==> config.mk <==
export PLATFORM = sky130hd
export DESIGN_NAME = eec_top
export DESIGN_NICKNAME = d
export VERILOG_FILES = /design/src/shared/eec_pkg.sv /design/src/rtl/eec_tmr.sv /design/src/rtl/eec_top.sv
export VERILOG_INCLUDE_DIRS = /design/src /design/src/shared
export SDC_FILE = /design/constraint.sdc
export NUM_CORES = 1
export LEC_CHECK = 0
export BUFFER_PORTS_ARGS = -buffer_cell sky130_fd_sc_hd__buf_2
export CAP_MARGIN = 10
export CORE_MARGIN = 5
export CORE_UTILIZATION = 53
export CTS_CLUSTER_DIAMETER = 50
export DETAILED_ROUTE_END_ITERATION = 8
export MAX_ROUTING_LAYER = met4
export PLACE_DENSITY = 0.88
export SETUP_SLACK_MARGIN = 0.05
export SLEW_MARGIN = 40
export SYNTH_ARGS = -nofsm -noshare
export SYNTH_HDL_FRONTEND = slang
export SYNTH_SLANG_ARGS = --single-unit
==> constraint.sdc <==
create_clock -name ref_clk_i -period 2.87 [get_ports ref_clk_i]
set_clock_uncertainty 0.15 [all_clocks]
set_input_delay 0.4305 -clock ref_clk_i [delete_from_list [all_inputs] [get_ports ref_clk_i]]
set_output_delay 0.4305 -clock ref_clk_i [all_outputs]
set_load 0.05 [all_outputs]
==> src/shared/eec_consts.svh <==
// eeprom command control: register offsets, field positions, op codes, timing
// assumes a 12-bit byte address on the register bus and a 10 MHz clock
`ifndef EEC_CONSTS_SVH
`define EEC_CONSTS_SVH

// register byte offsets
`define EEC_OFS_CMD 12'h1b4
`define EEC_OFS_DATA 12'h1b8
`define EEC_OFS_IRQ_STS 12'h1c0
`define EEC_OFS_IRQ_MSK 12'h1c4

// eeprom_command field positions
`define EEC_BUSY_BIT 31
`define EEC_OP_HI 30
`define EEC_OP_LO 28
`define EEC_TO_BIT 17
`define EEC_LOADED_BIT 16
`define EEC_ADDR_HI 15
`define EEC_ADDR_LO 0

// operation_select encodings and reset value
`define EEC_OP_READ 3'h0
`define EEC_OP_WRITE 3'h3
`define EEC_OP_RELOAD 3'h7
`define EEC_OP_RST 3'h0

// interrupt status / mask bit positions
`define EEC_IRQ_DONE 0
`define EEC_IRQ_TO 1

// timing: access timeout
`define EEC_CLK_PERIOD_NS 100
`define EEC_TIMEOUT_NS 30000
`define EEC_TIMEOUT_CYC (`EEC_TIMEOUT_NS / `EEC_CLK_PERIOD_NS)

`endif

==> src/shared/eec_pkg.sv <==
// eeprom command control: shared types
// assumes nothing beyond the constants header
package eec_pkg;

  // engine states
  typedef enum logic [1:0] {
    EEC_ST_IDLE = 2'b00,
    EEC_ST_ACCESS = 2'b01,
    EEC_ST_LOAD = 2'b10,
    EEC_ST_RSV = 2'b11
  } eec_state_t;

  // apb request from the master
  typedef struct packed {
    logic psel;
    logic penable;
    logic pwrite;
    logic [11:0] paddr;
    logic [31:0] pwdata;
  } eec_apb_req_t;

  // apb answer to the master
  typedef struct packed {
    logic [31:0] prdata;
    logic pready;
    logic pslverr;
  } eec_apb_rsp_t;

  // request to the two-wire eeprom engine
  typedef struct packed {
    logic req;
    logic write;
    logic [15:0] addr;
    logic [7:0] wdata;
  } eec_acc_req_t;

  // answer from the two-wire eeprom engine
  typedef struct packed {
    logic done;
    logic nack;
    logic [7:0] rdata;
  } eec_acc_rsp_t;

  // timeout counter state
  typedef struct packed {
    logic [15:0] cnt;
    logic expired;
  } eec_tmr_st_t;

  // top level state
  typedef struct packed {
    eec_state_t state;
    logic busy;
    logic [2:0] op;
    logic [15:0] addr;
    logic loaded;
    logic to_flag;
    logic [7:0] data;
    logic [1:0] sts;
    logic [1:0] msk;
    logic irq;
    logic reload;
    eec_apb_rsp_t apb;
    eec_acc_req_t acc;
  } eec_top_st_t;

endpackage

==> src/rtl/eec_tmr.sv <==
// eeprom command control: access timeout counter
// assumes run_i is high for the whole of one outstanding access
`timescale 1ns/10ps
module eec_tmr
  import eec_pkg::*;
#(
  parameter int CYC = 300
) (
  // clock, reset, enable
  input wire logic ref_clk_i,
  input wire logic rst_i,
  input wire logic ce_i,
  // control and result
  input wire logic run_i,
  output logic expired_o
);

  eec_tmr_st_t r_ff;
  eec_tmr_st_t nxt_r;

  // refuse counts the 16-bit counter cannot hold
  if (CYC < 1 || CYC > 65535) begin : g_chk
    $error("eec_tmr: CYC out of range");
  end

  ////////////////////////////////////////////////////////////////////////////
  // count while running, flag once the limit is reached, clear when idle
  always_comb begin
    nxt_r = r_ff;
    if (!run_i) begin
      nxt_r.cnt = 16'h0000;
      nxt_r.expired = 1'b0;
    end else if (r_ff.cnt == 16'(CYC - 1)) begin
      nxt_r.expired = 1'b1;
    end else begin
      nxt_r.cnt = r_ff.cnt + 16'h0001;
    end
  end

  // state register
  always_ff @(posedge ref_clk_i) begin
    if (rst_i) begin
      r_ff <= '0;
    end else if (ce_i) begin
      r_ff <= nxt_r;
    end
  end

  assign expired_o = r_ff.expired;

endmodule

==> src/rtl/eec_top.sv <==
// eeprom command control: apb register block and command engine
// assumes a two-wire eeprom engine on the acc ports and a config loader
// that reports completion on cfg_load_done_i
`timescale 1ns/10ps
`include "eec_consts.svh"

// Summary of operation
// - Writing one to busy bit 31 starts the selected operation at the programmed address.
// - Busy stays set for the whole operation and clears itself when it ends.
// - After a read, busy clearing means the data register holds the fetched byte.
// - A write with no eeprom keeps busy set until the timeout flag sets, then clears.
// - Busy is forced set after power-up, pin reset and digital reset.
// - After any reset busy clears only once the configuration loader is done.
// - A 3-bit operation field at 30:28 resets to zero; 0 reads, 1 is reserved.
module eec_top
  import eec_pkg::*;
#(
  parameter int TIMEOUT_CYC = `EEC_TIMEOUT_CYC
) (
  // clock, resets, enable
  input wire logic ref_clk_i,
  input wire logic rst_i,
  input wire logic digital_rst_i,
  input wire logic ce_i,
  // apb slave
  input wire eec_apb_req_t apb_i,
  output eec_apb_rsp_t apb_o,
  // eeprom engine
  output eec_acc_req_t acc_o,
  input wire eec_acc_rsp_t acc_i,
  // configuration loader
  output logic reload_o,
  input wire logic cfg_load_done_i,
  // interrupt
  output logic irq_o
);

  // reset value of the whole state
  localparam eec_top_st_t RST_ST = '{
    state: EEC_ST_LOAD,
    busy: 1'b1,
    op: `EEC_OP_RST,
    default: '0
  };

  eec_top_st_t r_ff;
  eec_top_st_t nxt_r;
  logic any_rst;
  logic tmr_expired;
  logic setup;
  logic wr_acc;
  logic start;
  logic ev_done;
  logic ev_to;
  logic [31:0] cmd_rd;

  // refuse timeouts the counter cannot serve
  if (TIMEOUT_CYC < 1 || TIMEOUT_CYC > 65535) begin : g_chk
    $error("eec_top: TIMEOUT_CYC out of range");
  end

  // pin and software digital reset act alike
  assign any_rst = rst_i | digital_rst_i;

  ////////////////////////////////////////////////////////////////////////////
  // timeout for the outstanding eeprom access
  eec_tmr #(
    .CYC(TIMEOUT_CYC)
  ) u_tmr (
    .ref_clk_i(ref_clk_i),
    .rst_i(any_rst),
    .ce_i(ce_i),
    .run_i(r_ff.state == EEC_ST_ACCESS),
    .expired_o(tmr_expired)
  );

  ////////////////////////////////////////////////////////////////////////////
  // read view of the command register
  always_comb begin
    cmd_rd = 32'h0000_0000;
    cmd_rd[`EEC_BUSY_BIT] = r_ff.busy;
    cmd_rd[`EEC_OP_HI:`EEC_OP_LO] = r_ff.op;
    cmd_rd[`EEC_TO_BIT] = r_ff.to_flag;
    cmd_rd[`EEC_LOADED_BIT] = r_ff.loaded;
    cmd_rd[`EEC_ADDR_HI:`EEC_ADDR_LO] = r_ff.addr;
  end

  // apb phase decode
  assign setup = apb_i.psel && !apb_i.penable;
  assign wr_acc = apb_i.psel && apb_i.penable && r_ff.apb.pready && apb_i.pwrite;
  // a command launch is only honoured while idle
  assign start = wr_acc && (apb_i.paddr == `EEC_OFS_CMD) && apb_i.pwdata[`EEC_BUSY_BIT]
                 && !r_ff.busy;

  ////////////////////////////////////////////////////////////////////////////
  // next state: bus slave, then command engine, then interrupt
  always_comb begin
    nxt_r = r_ff;
    ev_done = 1'b0;
    ev_to = 1'b0;
    nxt_r.apb.pready = 1'b0;
    nxt_r.apb.pslverr = 1'b0;
    nxt_r.reload = 1'b0;

    // setup cycle: prepare the answer for a zero-wait access phase
    if (setup) begin
      nxt_r.apb.pready = 1'b1;
      case (apb_i.paddr)
        `EEC_OFS_CMD: nxt_r.apb.prdata = cmd_rd;
        `EEC_OFS_DATA: nxt_r.apb.prdata = {24'h00_0000, r_ff.data};
        `EEC_OFS_IRQ_STS: nxt_r.apb.prdata = {30'h0000_0000, r_ff.sts};
        `EEC_OFS_IRQ_MSK: nxt_r.apb.prdata = {30'h0000_0000, r_ff.msk};
        default: begin
          nxt_r.apb.prdata = 32'h0000_0000;
          nxt_r.apb.pslverr = 1'b1;
        end
      endcase
    end

    // register writes take effect in the access phase
    if (wr_acc) begin
      case (apb_i.paddr)
        `EEC_OFS_CMD: begin
          // fields are frozen while an operation runs
          if (!r_ff.busy) begin
            nxt_r.op = apb_i.pwdata[`EEC_OP_HI:`EEC_OP_LO];
            nxt_r.addr = apb_i.pwdata[`EEC_ADDR_HI:`EEC_ADDR_LO];
          end
          // timeout flag is write-one-to-clear
          if (apb_i.pwdata[`EEC_TO_BIT]) begin
            nxt_r.to_flag = 1'b0;
          end
        end
        `EEC_OFS_DATA: begin
          if (!r_ff.busy) begin
            nxt_r.data = apb_i.pwdata[7:0];
          end
        end
        `EEC_OFS_IRQ_STS: nxt_r.sts = r_ff.sts & ~apb_i.pwdata[1:0];
        `EEC_OFS_IRQ_MSK: nxt_r.msk = apb_i.pwdata[1:0];
        default: begin
        end
      endcase
    end

    // command engine
    case (r_ff.state)
      EEC_ST_IDLE: begin
        if (start) begin
          nxt_r.busy = 1'b1;
          case (apb_i.pwdata[`EEC_OP_HI:`EEC_OP_LO])
            `EEC_OP_READ: begin
              nxt_r.acc.req = 1'b1;
              nxt_r.acc.write = 1'b0;
              nxt_r.acc.addr = apb_i.pwdata[`EEC_ADDR_HI:`EEC_ADDR_LO];
              nxt_r.state = EEC_ST_ACCESS;
            end
            `EEC_OP_WRITE: begin
              nxt_r.acc.req = 1'b1;
              nxt_r.acc.write = 1'b1;
              nxt_r.acc.addr = apb_i.pwdata[`EEC_ADDR_HI:`EEC_ADDR_LO];
              nxt_r.acc.wdata = r_ff.data;
              nxt_r.state = EEC_ST_ACCESS;
            end
            `EEC_OP_RELOAD: begin
              nxt_r.reload = 1'b1;
              nxt_r.loaded = 1'b0;
              nxt_r.state = EEC_ST_LOAD;
            end
            default: nxt_r.state = EEC_ST_RSV;
          endcase
        end
      end
      EEC_ST_ACCESS: begin
        // busy holds until the engine answers or the timer runs out
        if (acc_i.nack || tmr_expired) begin
          nxt_r.acc.req = 1'b0;
          nxt_r.busy = 1'b0;
          ev_to = 1'b1;
          nxt_r.state = EEC_ST_IDLE;
        end else if (acc_i.done) begin
          nxt_r.acc.req = 1'b0;
          nxt_r.busy = 1'b0;
          if (!r_ff.acc.write) begin
            nxt_r.data = acc_i.rdata;
          end
          ev_done = 1'b1;
          nxt_r.state = EEC_ST_IDLE;
        end
      end
      EEC_ST_LOAD: begin
        // busy is released only by the loader
        if (cfg_load_done_i) begin
          nxt_r.busy = 1'b0;
          nxt_r.loaded = 1'b1;
          nxt_r.state = EEC_ST_IDLE;
        end
      end
      EEC_ST_RSV: begin
        // reserved code: no bus traffic, finish at once
        nxt_r.busy = 1'b0;
        ev_done = 1'b1;
        nxt_r.state = EEC_ST_IDLE;
      end
      default: nxt_r.state = EEC_ST_IDLE;
    endcase

    // sticky flags: a new event wins over a clear in the same cycle
    if (ev_to) begin
      nxt_r.to_flag = 1'b1;
      nxt_r.sts[`EEC_IRQ_TO] = 1'b1;
    end
    if (ev_done) begin
      nxt_r.sts[`EEC_IRQ_DONE] = 1'b1;
    end
    nxt_r.irq = |(nxt_r.sts & nxt_r.msk);
  end

  ////////////////////////////////////////////////////////////////////////////
  // state register: every reset forces busy and waits for the loader
  always_ff @(posedge ref_clk_i) begin
    if (any_rst) begin
      r_ff <= RST_ST;
    end else if (ce_i) begin
      r_ff <= nxt_r;
    end
  end

  // outputs straight from the state register
  assign apb_o = r_ff.apb;
  assign acc_o = r_ff.acc;
  assign reload_o = r_ff.reload;
  assign irq_o = r_ff.irq;

  ////////////////////////////////////////////////////////////////////////////
  // checks

  // a read launch drives a read request at the written address next cycle
  AST_START_READ: assert property (@(posedge ref_clk_i) disable iff (any_rst)
    (ce_i && start && apb_i.pwdata[`EEC_OP_HI:`EEC_OP_LO] == `EEC_OP_READ)
    |=> (r_ff.busy && acc_o.req && !acc_o.write
         && acc_o.addr == $past(apb_i.pwdata[`EEC_ADDR_HI:`EEC_ADDR_LO])))
    else $error("read launch did not raise a read request");

  // busy holds while the engine has not answered
  AST_BUSY_HOLD: assert property (@(posedge ref_clk_i) disable iff (any_rst)
    (r_ff.state == EEC_ST_ACCESS && !(ce_i && (acc_i.done || acc_i.nack || tmr_expired)))
    |=> (r_ff.busy && acc_o.req))
    else $error("busy dropped during an access");

  // read completion clears busy and captures the byte in the same edge
  AST_READ_DATA: assert property (@(posedge ref_clk_i) disable iff (any_rst)
    (ce_i && r_ff.state == EEC_ST_ACCESS && !acc_o.write && acc_i.done
     && !acc_i.nack && !tmr_expired)
    |=> (!r_ff.busy && r_ff.data == $past(acc_i.rdata) && !acc_o.req))
    else $error("read completion did not deliver data");

  // no answer: timeout flag and busy clear land together
  AST_TIMEOUT: assert property (@(posedge ref_clk_i) disable iff (any_rst)
    (ce_i && r_ff.state == EEC_ST_ACCESS && (acc_i.nack || tmr_expired))
    |=> (!r_ff.busy && r_ff.to_flag && r_ff.sts[`EEC_IRQ_TO]))
    else $error("timeout did not set the flag and clear busy");

  // any reset leaves busy set and waits for the loader
  AST_RST_BUSY: assert property (@(posedge ref_clk_i)
    any_rst |=> (r_ff.busy && r_ff.state == EEC_ST_LOAD && !acc_o.req))
    else $error("busy not forced after reset");

  // loader wait: busy held until the loader reports done, then clears
  AST_LOAD_WAIT: assert property (@(posedge ref_clk_i) disable iff (any_rst)
    (r_ff.state == EEC_ST_LOAD)
    |=> (r_ff.busy == !$past(ce_i && cfg_load_done_i)))
    else $error("busy released out of step with the loader");

  // operation field reads back zero after reset
  AST_OP_RESET: assert property (@(posedge ref_clk_i)
    any_rst |=> (r_ff.op == `EEC_OP_RST && cmd_rd[`EEC_OP_HI:`EEC_OP_LO] == 3'h0))
    else $error("operation field not zero after reset");

  // reserved code: one busy cycle, no bus request, then idle
  AST_RSV_CODE: assert property (@(posedge ref_clk_i) disable iff (any_rst)
    (ce_i && start && apb_i.pwdata[`EEC_OP_HI:`EEC_OP_LO] == 3'h1) ##1 ce_i
    |=> (!r_ff.busy && !acc_o.req && r_ff.sts[`EEC_IRQ_DONE]))
    else $error("reserved code did not complete quietly");

  // a reload launch pulses the loader request and waits in the load state
  AST_RELOAD_START: assert property (@(posedge ref_clk_i) disable iff (any_rst)
    (ce_i && start && apb_i.pwdata[`EEC_OP_HI:`EEC_OP_LO] == `EEC_OP_RELOAD)
    |=> (reload_o && r_ff.busy && r_ff.state == EEC_ST_LOAD && !acc_o.req))
    else $error("reload launch did not reach the loader");

  // every setup cycle is answered with zero wait states, and only those
  AST_APB_READY: assert property (@(posedge ref_clk_i) disable iff (any_rst)
    ce_i |=> (apb_o.pready == $past(setup)))
    else $error("bus answer out of step with the setup cycle");

  // the done status holds until software writes a one to it
  AST_STS_STICKY: assert property (@(posedge ref_clk_i) disable iff (any_rst)
    (r_ff.sts[`EEC_IRQ_DONE] && !(ce_i && wr_acc && apb_i.paddr == `EEC_OFS_IRQ_STS
     && apb_i.pwdata[`EEC_IRQ_DONE]))
    |=> r_ff.sts[`EEC_IRQ_DONE])
    else $error("done status dropped without a clear");

endmodule

# After elaboration in Yosys (flattened, before gate mapping)

Cells that the tools add are included.

Logic and storage cells: 118
Flip-flop bits (word level): 115
Output and inout bits: 62
Input bits: 62

$add $sub $neg: 1
Reductions and logical operators: 31
Equal/unequal tests: 17
Muxes and demuxes: 44
Bitwise logic cells: 5

Operator list:

| kind                                                 | count |
|---|---|
| case mux 32 bit (4 select lines)                     | 1 |
| 2-to-1 mux 8 bit                                     | 7 |
| equality test 12 x 9 -> 1 bit, second input constant | 4 |
| case mux 18 bit (2 select lines)                     | 1 |
| 2-to-1 mux 26 bit                                    | 1 |
| AND reduction 4 bit                                  | 5 |
| 2-to-1 mux 1 bit                                     | 19 |
| 2-to-1 mux 17 bit                                    | 1 |
| adder 16 x 1 -> 16 bit, second input constant        | 1 |
| equality test 16 x 9 -> 1 bit, second input constant | 1 |
| 2-to-1 mux 16 bit                                    | 1 |
| 2-to-1 mux 13 bit                                    | 1 |
| 2-to-1 mux 3 bit                                     | 4 |
| case mux 3 bit (4 select lines)                      | 1 |
| nonzero test 2 bit                                   | 6 |
| AND reduction 5 bit                                  | 2 |
| != test 2 bit, second input constant                 | 4 |
| logical AND 1 bit                                    | 7 |
| 2-to-1 mux 2 bit                                     | 3 |
| case mux 1 bit (2 select lines)                      | 3 |
| AND reduction 2 bit                                  | 3 |
| bitwise AND 2 bit                                    | 2 |
| equality test 2 bit, second input constant           | 2 |
| case mux 2 bit (2 select lines)                      | 1 |
| 15 further kinds                                     | 17 |

# Depth between registers and ports, before layout

Depth in word-level cells: 8
Mapped depth: 9
Depth with buffers taken out: 7

# Modules after synthesis

From an unflattened synthesis, not the netlist that was laid out.

Cell total of the unflattened synthesis: 588
Area, all modules: 5006.1 µm²

Modules (own cells, without submodules):

| module  | area an instance (µm²) | times used | seq. area each (µm²) | cells an instance |
|---|---|---|---|---|
| eec_top | 4098.9                 | 1          | 1761.7               | 477 |
| eec_tmr | 907.1                  | 1          | 340.3                | 111 |

# Least setup slack after synthesis

Ideal clock, no wire load.

Path type: input to register
Start point: input apb_i[43] (netlist bit)
End point: register r_ff (netlist bit acc_o[14])
Stages on the path: 9
Setup slack: 0.695 ns
Buffers on the path: 3
Required time: 2.588 ns
Data arrival time: 1.893 ns
Setup time: 0.132 ns
Path through: nand4bb_1 -> and4bb_1 -> buf_6 -> o2111ai_4 -> or2_1 -> buf_6 -> buf_6 -> nand2_1 -> a21oi_1

Cells in the longest elaborated chain, start to end: 5

RTL lines:

| what                           | RTL line       | RTL |
|---|---|---|
| from (decl)                    | eec_top.sv:26  | `input wire eec_apb_req_t apb_i,` |
| equality test 12 x 9 -> 1 bit  | -              |  |
| logical AND 1 bit (3 in a row) | eec_top.sv:92  | `` assign start = wr_acc && (apb_i.paddr == `EEC_OFS_CMD) && apb_i.pwdata[`EEC_BUSY_BIT] `` |
| AND reduction 4 bit (no line)  | -              |  |
| to (signal assigned)           | eec_top.sv:225 | `r_ff <= nxt_r;` |
| to (decl)                      | eec_top.sv:46  | `eec_top_st_t r_ff;` |

Every way passes these cells.
A chain may end at the register's enable or synchronous reset.

# Final worst setup path

Start point: input apb_i[43] (netlist bit)
End point: register r_ff (netlist bit acc_o[5])

Same word-level chain as after synthesis.

==> out/summary.log <==
INFO  run_status     status=finished clean
INFO  power          power_per_standard_cell_area=471nW/µm²
INFO  routing        drt_first_pass_iters=5
INFO  clocking       cts_resized=0
INFO  worst_setup_path crit_path_end_kind=flip-flop
INFO  routing        finalWirelength=11700µm
INFO  clocking       cts.clk_slew.worst_paths=110ps
INFO  global_route   grt_pass1_wl=19100µm
INFO  timing         timing.final.crit_share=0.792
INFO  worst_setup_path path_cells=buf_2, nand4bb_1, and4bb_1, nand3_4, or3_1, nand2_1, a21oi_1
INFO  clocking       worstSkewPairLatency=360ps
INFO  routing        route.antenna.remaining_nets=0
INFO  clocking       cts_made_buffers=9
INFO  synthesis      synth-async-reset-ratio=0
INFO  synthesis      netlist_top_cells_area=dfxtp_1, nand2_1, buf_4, a21oi_1, nand3_1
INFO  final_layout   final_net_count=698
INFO  worst_setup_path cp.required=2970ps
INFO  clocking       clk_path_buf_depth=2
INFO  synthesis      synth_sequential_area_ratio=0.430
INFO  clocking       cts_tree=built
INFO  routing        detailedRoute.firstIterationViolations=294
INFO  die            dieArea=11200µm²
INFO  placement      numPortBuffers=102
INFO  timing         actual_slew_at_the_worst_max_slew_pin=654ps
INFO  routing        met3_wl=925µm
INFO  global_route   grt.total_usage=0.214
INFO  clocking       numClockSinks=105
INFO  global_route   grt_max_degree=43
INFO  global_route   grt_pass1_vias=4061
INFO  die            core_region_area=9110µm²
INFO  flow_run       maxCapViolations=0
INFO  synthesis      synth-main-ff-cell=dfxtp_1
INFO  die            start_util=0.537
INFO  die            die_w=106µm
INFO  timing         report.final.hold_viol_count=0
INFO  routing        drc_errors=0
INFO  routing        routed_via_density=5.61
INFO  routing        route.top_layer_used=met4
INFO  global_route   globalRoute.totalOverflow=0
INFO  worst_setup_path path_delay_family=simple AND/OR/NAND/NOR gates
INFO  final_layout   post_route_cells_drive_above_1_share=0.244
INFO  placement      post-dp-hpwl=8850µm
INFO  power          power.ir.vdd_worst=0.285mV
INFO  worst_setup_path type_of_element_launching_the_critical_path=input port
INFO  clocking       cts.repair_timing.setup_buffer_count=0
INFO  power          power.leakage=1.96nW
INFO  global_route   grt_antenna_before_repair=2
INFO  timing         finalMaxSlewViolations=0
INFO  clocking       cts.hold.buffers_added=0
INFO  timing         grt_setup_unrepaired=false
INFO  clocking       clock-root-buffer=clkbuf_8
INFO  worst_setup_path worst-path-max-fanout=8
INFO  timing         final.min_clock_period=2270ps
INFO  final_layout   mostFrequentLayoutCells=nand2_1, dfxtp_1, buf_2
INFO  synthesis      yosysWarnings=0
INFO  timing         max_slew_margin=0.564
INFO  timing         hold-worst-slack=153ps
INFO  timing         totalNegativeSetupSlack=0ps
INFO  final_layout   mostFrequentLayoutCell=nand2_1
INFO  worst_setup_path critical_path_buf_inv_count=1
INFO  routing        detail_route.wirelength.met1=4800µm
INFO  die            die_height=106µm
INFO  worst_setup_path timing.critical_path.slowest_stage_cell=and4bb_1
INFO  synthesis      synth_enable_flop_cells=0
INFO  synthesis      netlist.top_cell.by_area=dfxtp_1
INFO  synthesis      distinct_cell_type_count_of_the_synthesized_netlist=54
INFO  synthesis      postSynthAreaPerCell=8.29µm²
INFO  synthesis      netlist.area_leader.share=0.430
INFO  routing        post_drt_wl_per_cell=15.5µm
INFO  synthesis      yosys_register_bits=105
INFO  routing        met2_wirelength=5750µm
INFO  worst_hold_path holdCritPathClass=in -> reg
INFO  timing         max_freq=0.440GHz
INFO  placement      global_placer_s_final_weighted_congestion=0.948
INFO  timing         finalSetupViolCount=0
INFO  worst_setup_path critical_path_class=in -> reg
INFO  synthesis      syn-cell-area=4890µm²
INFO  worst_setup_path worst_path_largest_cell_delay=610ps
INFO  clocking       cts.htree.levels=3
INFO  die            ios=124
INFO  worst_setup_path critical_path_arrival=2370ps
INFO  synthesis      syn_inst=590
INFO  die            std_cell_rows=35
INFO  final_layout   area_delta_synth_final=7.73%
INFO  routing        vias=4225
INFO  power          power=0.00248W
-- power breakdown --
part           internal (W)  leakage (nW)  switching [W]  total [W]
Combinational     0.0000498          1.02       0.000113   0.000163
Clock              0.000331        0.0925       0.000526   0.000857
Sequential          0.00146         0.846     0.00000307    0.00146
Total               0.00184          1.96       0.000642    0.00248
-- worst register-to-register path, stage by stage, from the launching register on --
cell and delay (ps):
dfxtp_1 510, nand2b_1 260, o41a_1 410, o2111ai_4 110
or2_1 510, nand2_1 120, a21oi_1 150
-- cell type report --
class | instances | area (µm²)
Tap cell | 111 | 139
Timing Repair Buffer | 114 | 613
Antenna cell | 2 | 5.00
Clock buffer | 9 | 124
Clock inverter | 7 | 58.8
Multi-Input combinational cell | 398 | 2200
Fill cell | 793 | 3840
Inverter | 7 | 26.3
Sequential cell | 105 | 2100
-- final timing paths --
kind	from	to	slack [ps]	depth (start not counted)
setup / recovery	apb_i[43]	acc_o[5]	600	7
hold / removal	apb_i[10]	cmd_rd[10]	150	3
setup reg to reg	r_ff[96]	acc_o[12]	600	6
hold reg to reg	acc_o[13]	acc_o[13]	310	2
-- registers in the layout, summed over array words and instances (netlist names) --
register and flops:
acc_o 26, irq_o 1, r_ff 14, cmd_rd 22, u_tmr.r_ff 16, reload_o 1
apb_o 24, u_tmr.expired_o 1
-- cells in the mapped netlist, types with 2 or more instances --
cell type and number:
nor4b_1 2, a21oi_1 79, nand2_1 126, inv_1 7
a22o_1 4, mux2i_1 5, a22oi_1 8, clkbuf_1 20
o21ai_0 17, nor4_1 2, o221a_2 8, nor3b_1 3
or3_1 4, o21a_1 8, buf_6 4, a221oi_1 2
buf_4 62, xnor2_1 5, dfxtp_1 105, nor3_1 10
nand4_1 9, and3_1 3, or2_2 7, nor4b_4 2
xor2_1 6, nor2_1 29, nand3b_1 2, buf_2 3
nand3_1 23
-- cells by family after synthesis --
kind of cell / count (synthesis) / synth area share
other: 1 / 0.000767
adder cells (fa/ha/maj): 1 / 0.00256
XOR/XNOR: 11 / 0.0197
multiplexers: 5 / 0.0102
AO/OA/AOI/OAI: 134 / 0.170
AND/OR/NAND/NOR: 237 / 0.238
buffers and inverters: 96 / 0.128
flip-flops: 105 / 0.430
-- through the flow --
stage	area [µm²]	utilization	instances	worst slack, ps
2_1_floorplan	4920	-	599	695
3_3_place_gp	5080	0.558	735	263
3_5_place_dp	5080	0.558	735	220
4_1_cts	5260	0.578	751	600
5_1_grt	5270	0.578	753	423
6_report	5270	0.578	753	596
-- per-layer routing --
metal | vias up | GRT usage
met4 | 0 | 0.0638
met1 | 1992 | 0.253
met3 | 18 | 0.0540
met2 | 164 | 0.360
met5 | - | -
li1 | 2051 | -
Note: power is estimated with default switching activity, not from simulation.
